<file path="src/rtl/mq_write_pkg.sv">
package mq_write_pkg;

  // ----------------------------------------
  // Widths and fields
  // ----------------------------------------
  localparam int ADDR_W       = 5;
  localparam int QSEL_W       = 2;
  localparam int DEV_W        = 3;
  localparam int QSEL_LSB     = 0;
  localparam int DEV_LSB      = 2;
  localparam int NUM_QUEUES   = 4;
  localparam int DATA_W       = 36;
  localparam int CFG_LEN      = 16;
  localparam int CFG_DEV_LSB  = 0;
  localparam int CFG_POLL_BIT = 3;

  // ----------------------------------------
  // Reset values
  // ----------------------------------------
  localparam logic [QSEL_W-1:0] QSEL_RST = 2'h0;
  localparam logic [DEV_W-1:0]  DEV_RST  = 3'h0;

  // ----------------------------------------
  // Carriers
  // ----------------------------------------
  typedef struct packed {
    logic              strobe;
    logic [ADDR_W-1:0] addr;
  } addr_req_t;

  typedef struct packed {
    logic              valid;
    logic [QSEL_W-1:0] queue;
    logic [DATA_W-1:0] data;
  } wr_word_t;

  typedef enum logic [2:0] {
    CFG_LOAD = 3'h1,
    CFG_DONE = 3'h2,
    CFG_PASS = 3'h4
  } cfg_state_t;

endpackage : mq_write_pkg

</file>
<file path="src/rtl/serial_cfg_chain.sv">
`timescale 1ns/1ps
`default_nettype none
module serial_cfg_chain #(
  parameter int LEN = 16
) (
  // Clock and reset
  input  wire logic           mclk_i,
  input  wire logic           srst_i,
  // Serial chain
  input  wire logic           sclk_rise_i,
  input  wire logic           chain_en_n_i,
  input  wire logic           serial_in_i,
  output logic                serial_out_o,
  output logic                config_done_out_o,
  // Setup contents
  output logic [LEN-1:0]      setup_o,
  output logic                loaded_o
);
  import mq_write_pkg::*;

  cfg_state_t       state;
  cfg_state_t       next_state;
  logic [LEN-1:0]   next_setup;
  logic [$clog2(LEN+1)-1:0] count;
  logic [$clog2(LEN+1)-1:0] next_count;
  logic             next_sout;
  logic             next_done;

  always_comb begin
    next_state = state;
    next_setup = setup_o;
    next_count = count;
    next_sout  = serial_out_o;
    next_done  = 1'b1;
    unique case (state)
      CFG_LOAD: begin
        if (sclk_rise_i && !chain_en_n_i) begin
          next_setup = {serial_in_i, setup_o[LEN-1:1]};
          next_count = count + 1'b1;
          if (count == ($clog2(LEN+1))'(LEN - 1)) begin
            next_state = CFG_DONE;
          end
        end
      end
      CFG_DONE, CFG_PASS: begin
        next_done  = chain_en_n_i;
        next_state = chain_en_n_i ? CFG_DONE : CFG_PASS;
        if (sclk_rise_i) begin
          next_sout = serial_in_i;
        end
      end
      default: next_state = CFG_LOAD;
    endcase
  end

  always_ff @(posedge mclk_i) begin
    if (srst_i) begin
      state        <= CFG_LOAD;
      setup_o      <= '0;
      count        <= '0;
      serial_out_o <= 1'b0;
      config_done_out_o <= 1'b1;
    end else begin
      state        <= next_state;
      setup_o      <= next_setup;
      count        <= next_count;
      serial_out_o <= next_sout;
      config_done_out_o <= next_done;
    end
  end

  assign loaded_o = (state != CFG_LOAD);

endmodule : serial_cfg_chain
`default_nettype wire

</file>
<file path="src/rtl/multiqueue_write_port_select.sv">
`timescale 1ns/1ps
`default_nettype none
// Overview of operation
// - After loading, config done output follows the chain enable input.
// - Writes are accepted only once config done has gone low.
// - Serial bit sampled on each serial clock rise while enable is low.
// - Setup registers are a shift register loaded one bit at a time.
// - Once loaded, serial input passes to serial output, whatever the done level.
// - Strobe on write clock edge captures address as next write target.
// - Write enable low stores input word into selected queue.
// - Queue selection works whatever the write enable level.
// - Selection edge and next edge still write the old queue.
// - From the second edge after selection, writes go to new queue.
// - Address is five bits: low two pick queue, high three device.
// - Selection taken only when high bits match own device id.
// - Strobed flag mode: flag strobe picks flag device from high bits.
// - Polled mode steps flag bus, makes sync; flags registered.
// - Flag polling and flag device select need no write enable.
module multiqueue_write_port_select #(
  parameter int DATA_W = mq_write_pkg::DATA_W,
  parameter int NDEV   = 8
) (
  // Clock and reset
  input  wire logic                             mclk_i,
  input  wire logic                             srst_i,
  // Serial configuration
  input  wire logic                             serial_config_clock_i,
  input  wire logic                             config_chain_in_enable_i,
  input  wire logic                             serial_config_in_i,
  output logic                                  serial_config_out_o,
  output logic                                  config_done_out_o,
  // Write port
  input  wire mq_write_pkg::addr_req_t          addr_req_i,
  input  wire logic                             almost_full_bus_strobe_i,
  input  wire logic                             write_enable_n_i,
  input  wire logic [DATA_W-1:0]                write_data_in_i,
  output mq_write_pkg::wr_word_t                wr_word_o,
  output logic [mq_write_pkg::QSEL_W-1:0]       write_queue_o,
  // Queue status from storage
  input  wire logic [mq_write_pkg::NUM_QUEUES-1:0] queue_full_n_i,
  input  wire logic [mq_write_pkg::NUM_QUEUES-1:0] queue_almost_full_n_i,
  // Flags
  output logic                                  full_flag_n_o,
  output logic                                  almost_full_flag_n_o,
  output logic [mq_write_pkg::NUM_QUEUES-1:0]   almost_full_flag_bus_o,
  output logic                                  almost_full_flag_bus_oe_o,
  output logic                                  almost_full_poll_sync_o
);
  import mq_write_pkg::*;

  // ----------------------------------------
  // Serial clock edge and configuration
  // ----------------------------------------
  logic               sclk_q;
  logic               sclk_rise;
  logic [CFG_LEN-1:0] setup;
  logic               loaded;
  logic               ready;
  logic [DEV_W-1:0]   own_id;
  logic               poll_mode;

  assign sclk_rise = serial_config_clock_i & ~sclk_q;

  serial_cfg_chain #(
    .LEN (CFG_LEN)
  ) u_cfg (
    .mclk_i            (mclk_i),
    .srst_i            (srst_i),
    .sclk_rise_i       (sclk_rise),
    .chain_en_n_i      (config_chain_in_enable_i),
    .serial_in_i       (serial_config_in_i),
    .serial_out_o      (serial_config_out_o),
    .config_done_out_o (config_done_out_o),
    .setup_o           (setup),
    .loaded_o          (loaded)
  );

  assign own_id    = setup[CFG_DEV_LSB +: DEV_W];
  assign poll_mode = setup[CFG_POLL_BIT];

  function automatic logic [DEV_W-1:0] dev_field(input logic [ADDR_W-1:0] a);
    dev_field = a[DEV_LSB +: DEV_W];
  endfunction : dev_field

  // ----------------------------------------
  // Write queue selection and data path
  // ----------------------------------------
  logic [QSEL_W-1:0] pend_q;
  logic              pend_v;
  logic [QSEL_W-1:0] next_queue;
  logic [QSEL_W-1:0] next_pend_q;
  logic              next_pend_v;
  logic              next_ready;
  wr_word_t          next_word;
  logic              sel_hit;

  // Selection ignores write enable
  assign sel_hit = ready && addr_req_i.strobe && !almost_full_bus_strobe_i
                   && (dev_field(addr_req_i.addr) == own_id);

  always_comb begin
    next_ready  = ready | (loaded & ~config_done_out_o);
    next_queue  = write_queue_o;
    next_pend_q = pend_q;
    next_pend_v = 1'b0;
    if (pend_v) begin
      next_queue = pend_q;
    end
    if (sel_hit) begin
      next_pend_q = addr_req_i.addr[QSEL_LSB +: QSEL_W];
      next_pend_v = 1'b1;
    end
    next_word.valid = ready && !write_enable_n_i;
    next_word.queue = write_queue_o;
    next_word.data  = write_data_in_i;
  end

  // ----------------------------------------
  // Flag bus: strobed or polled
  // ----------------------------------------
  logic [DEV_W-1:0] flag_dev;
  logic [DEV_W-1:0] next_flag_dev;
  logic             next_sync;
  logic             next_oe;
  logic [NUM_QUEUES-1:0] next_bus;

  always_comb begin
    next_flag_dev = flag_dev;
    if (poll_mode) begin
      next_flag_dev = (flag_dev == DEV_W'(NDEV - 1)) ? DEV_RST : flag_dev + 1'b1;
    end else if (almost_full_bus_strobe_i) begin
      next_flag_dev = dev_field(addr_req_i.addr);
    end
    next_sync = poll_mode && (next_flag_dev == DEV_RST);
    next_oe   = ready && (next_flag_dev == own_id);
    next_bus  = next_oe ? queue_almost_full_n_i : '1;
  end

  always_ff @(posedge mclk_i) begin
    if (srst_i) begin
      sclk_q                    <= 1'b0;
      ready                     <= 1'b0;
      write_queue_o             <= QSEL_RST;
      pend_q                    <= QSEL_RST;
      pend_v                    <= 1'b0;
      wr_word_o                 <= '0;
      flag_dev                  <= DEV_RST;
      almost_full_poll_sync_o   <= 1'b0;
      almost_full_flag_bus_oe_o <= 1'b0;
      almost_full_flag_bus_o    <= '1;
      full_flag_n_o             <= 1'b1;
      almost_full_flag_n_o      <= 1'b1;
    end else begin
      sclk_q                    <= serial_config_clock_i;
      ready                     <= next_ready;
      write_queue_o             <= next_queue;
      pend_q                    <= next_pend_q;
      pend_v                    <= next_pend_v;
      wr_word_o                 <= next_word;
      flag_dev                  <= next_flag_dev;
      almost_full_poll_sync_o   <= next_sync;
      almost_full_flag_bus_oe_o <= next_oe;
      almost_full_flag_bus_o    <= next_bus;
      full_flag_n_o             <= queue_full_n_i[next_queue];
      almost_full_flag_n_o      <= queue_almost_full_n_i[next_queue];
    end
  end

endmodule : multiqueue_write_port_select
`default_nettype wire

</file>
<file path="config.mk">
export PLATFORM = sky130hd
export DESIGN_NAME = multiqueue_write_port_select
export DESIGN_NICKNAME = d
export VERILOG_FILES = /design/src/rtl/mq_write_pkg.sv /design/src/rtl/serial_cfg_chain.sv /design/src/rtl/multiqueue_write_port_select.sv
export SDC_FILE = /design/constraint.sdc
export NUM_CORES = 1
export LEC_CHECK = 0
export BUFFER_PORTS_ARGS = -buffer_cell sky130_fd_sc_hd__buf_2
export CAP_MARGIN = 0
export CORE_MARGIN = 4
export CORE_UTILIZATION = 30
export DETAILED_ROUTE_END_ITERATION = 10
export PLACE_DENSITY = 0.55
export RECOVER_POWER = 50
export SETUP_SLACK_MARGIN = 0.1
export SLEW_MARGIN = 15
export SYNTH_ARGS = -nofsm -noshare
export SYNTH_HDL_FRONTEND = slang
export SYNTH_SLANG_ARGS = --single-unit
</file>
<file path="constraint.sdc">
create_clock -name mclk_i -period 2.4 [get_ports mclk_i]
set_input_delay 0.72 -clock mclk_i [delete_from_list [all_inputs] [get_ports mclk_i]]
set_output_delay 0.72 -clock mclk_i [all_outputs]
set_load 0.005 [all_outputs]
</file>
==> results.cfg <==
[power_and_ir_drop]
peakVddDrop_uv = 248
leakagePower_nw = 1.59
p_switching_mw = 0.584
p_sw_frac = 0.227
power_frac_comb = 0.069
p_per_area_mw_per_mm2 = 709
clkPwrFrac = 0.376
power_frac_seq = 0.555
p_total_mw = 2.57
p_int_mw = 1.99

[synth]
synth_compound_area_frac = 0.0524
syn_area_per_cell_um2 = 10.5
synth_top_family_by_area = simple AND/OR/NAND/NOR gates
netlist_area_mm2 = 0.00282
synth.net_count = 329
synth_xor_area_frac = 0.0368
synth_simple_gate_area_share = 0.227
ys_async_sr_fraction = 0
ys_seq_area_frac = 0.589
ys_seq_elements = 83
yosys_warnings = 0
ys.flop_type = dfxtp_1
synth.distinct_cells = 37
synth_edf_count = 0
synth_mux_area_frac = 0.0493
synth_cells = 268
synth-adder-area-share = 0.0178

[global_routing]
antenna_found_initial = 0
gr-total-overflow = 0
grt_pass1_vias = 1920
grt_max_degree = 30
grtUsageTotal = 0.104
grt_pass1_wl_um = 9140

[finish]
finalNetCount = 436
post_route_cells_drive_above_1_share = 0.334
diodes = 0
syn2layout_area_growth_pct = 28.8

[detailed_routing]
drtIter0Drc = 41
viasPerCell = 4.36
dr_total_vias = 2140
drtAntennaViolNets = 0
wl_per_cell_um = 11.7
drt_pre_antenna_iters = 4
drcViolationCount = 0
drt-total-wl_um = 5760

[timing]
min_period_ns = 1.88
clock_skew_ns = 0.00717
final_hold_viol_count = 0
finalMaxSlewViolations = 0
slew_headroom = 0.400
rsz0062_at_grt = false
max_freq_ghz = 0.532
tns_ns = 0
finalSetupViolCount = 0
fin_crit_sh = 0.783
tightestPinTransition_ns = 0.899

[setup_path]
crit_slowest_cell = clkbuf_1
critPathMaxFanout = 29
crit_buf_inv = 2
critPathMaxStageDelay_ns = 0.65
critPathKind = in -> reg
startpoint_type = input port
required_ns = 2.61
path_cells = clkbuf_1, clkbuf_2, nor2b_1
cp_top_family = buffers and inverters
worstPathArrival_ns = 2.09
cp-end-kind = flop

[cts]
clk_latency_ns = 0.34
cts_max_path_buffers = 2
cts_tree = yes
cts_sinks = 83
root_buffer = clkbuf_8
ctsResizeCount = 0
cts_setup_buffers = 0
ctsHoldBuffers = 0
htreeDepth = 3
clk_pin_slew_worst_paths_ns = 0.08
cts_buffers = 9

[outcome]
status = finished clean

[placed_design]
dpl.hpwl_um = 4300
io_buffers = 107
place.gp.congestion = 0.739

[flow_run]
maxCapViolCount = 0

[die]
num_rows = 35
die_x_um = 105
die_h_um = 105
core_region_area_mm2 = 0.00920
start_util = 0.307
dieArea_mm2 = 0.0110
ios = 108

[hold_path]
hold_path.class = reg -> reg
==> final cells by class <==
cell class,instances,area [um2]
clock buffer,10,128
inverter,2,7.51
multi-input combinational,168,1080
fill,940,5570
timing repair buffer,111,549
tap,111,139
clock inverter,6,66.3
sequential,83,1660
==> cell usage in the layout (no fill, tap or decap), types with 3 or more instances in the layout <==
| master | Yosys | final |
|---|---|---|
| xor2_1 | 8 | 8 |
| a21oi_1 | 19 | 19 |
| nand2_1 | 36 | 36 |
| nor2_1 | 19 | 19 |
| clkinvlp_4 | 0 | 3 |
| nand4b_1 | 4 | 4 |
| clkbuf_1 | 9 | 8 |
| buf_2 | 2 | 102 |
| mux2i_1 | 6 | 6 |
| nor2b_1 | 40 | 40 |
| ha_1 | 4 | 4 |
| clkbuf_8 | 0 | 9 |
| dfxtp_1 | 83 | 83 |
| and3_1 | 3 | 3 |
==> path summary, 6_finish.rpt <==
kind | cells after the start | slack, ns | startpoint | to
worst max-delay path | 3 | 0.52 | srst_i | wr_word_o[34]
worst min-delay path | 2 | 0.45 | u_cfg.setup_o[12] | u_cfg.setup_o[11]
worst max register to register | 3 | 0.71 | pend_v | full_flag_n_o
worst min register to register | 2 | 0.45 | u_cfg.setup_o[12] | u_cfg.setup_o[11]
==> state kept, by name, indices dropped and copies added, names as in the netlist, 2 cells and up <==
register and count:
write_queue_o 2, u_cfg.state 3, pend_q 2, flag_dev 3
almost_full_flag_bus_o 4, wr_word_o 39, u_cfg.setup_o 16, u_cfg.count 5
==> routing by layer <==
metal	up-vias	wire, um	global-route usage
met5	-	0	0
li1	1082	-	-
met2	67	2740	0.167
met4	0	87	0.0422
met1	984	2500	0.120
met3	7	426	0.0451
==> cells in the mapped netlist, types with 2 or more instances <==
master,count,area share
dfxtp_1,83,0.59
buf_4,3,0.0080
a21oi_1,19,0.034
buf_2,2,0.0036
nand3_1,2,0.0036
xor2_1,8,0.025
o21ai_2,2,0.0062
nand4b_1,4,0.012
nor2_1,19,0.025
nand2_1,36,0.048
xnor2_1,2,0.0062
inv_1,2,0.0027
nand2b_1,2,0.0044
and3_1,3,0.0067
mux2i_1,6,0.021
clkbuf_1,9,0.012
ha_1,4,0.018
mux4_1,2,0.019
or2_1,2,0.0044
a211oi_1,2,0.0053
nor2b_1,40,0.089
==> tightest hold or removal path, cell delays in order, from the launching register on <==
cell,delay (ns)
dfxtp_1,0.31
nand2_1,0.05
a21oi_1,0.05
==> power groups by stage <==
stage | combinational (mW) | sequential (mW) | clock [mW]
after floorplan | 0.0808 | 1.47 | 0
after global placement | 0.180 | 1.46 | 0
after detailed placement | 0.183 | 1.46 | 0
after CTS | 0.184 | 1.43 | 1.02
after global routing | 0.197 | 1.43 | 1.08
final | 0.176 | 1.43 | 0.968
==> per-stage QoR <==
stage | instances | util | setup slack, ns | cell area, um2 | hold WS [ns]
floorplan | 268 | - | 0.753 | 2820 | 0.432
global placement | 475 | 0.376 | 0.438 | 3450 | 0.437
detailed placement | 475 | 0.376 | 0.408 | 3450 | 0.446
CTS | 491 | 0.397 | 0.680 | 3650 | 0.454
global route | 491 | 0.395 | 0.350 | 3630 | 0.473
finish | 491 | 0.395 | 0.521 | 3630 | 0.455
==> cell families after synthesis <==
kind of cell	Yosys count
muxes	10
xor gates and xnor gates	11
and+or+nand+nor	117
buffers and inverters	17
adders and majority gates	4
DFF	83
AOI/OAI and AO/OA	26
Note: power is estimated with default switching activity, not from simulation.
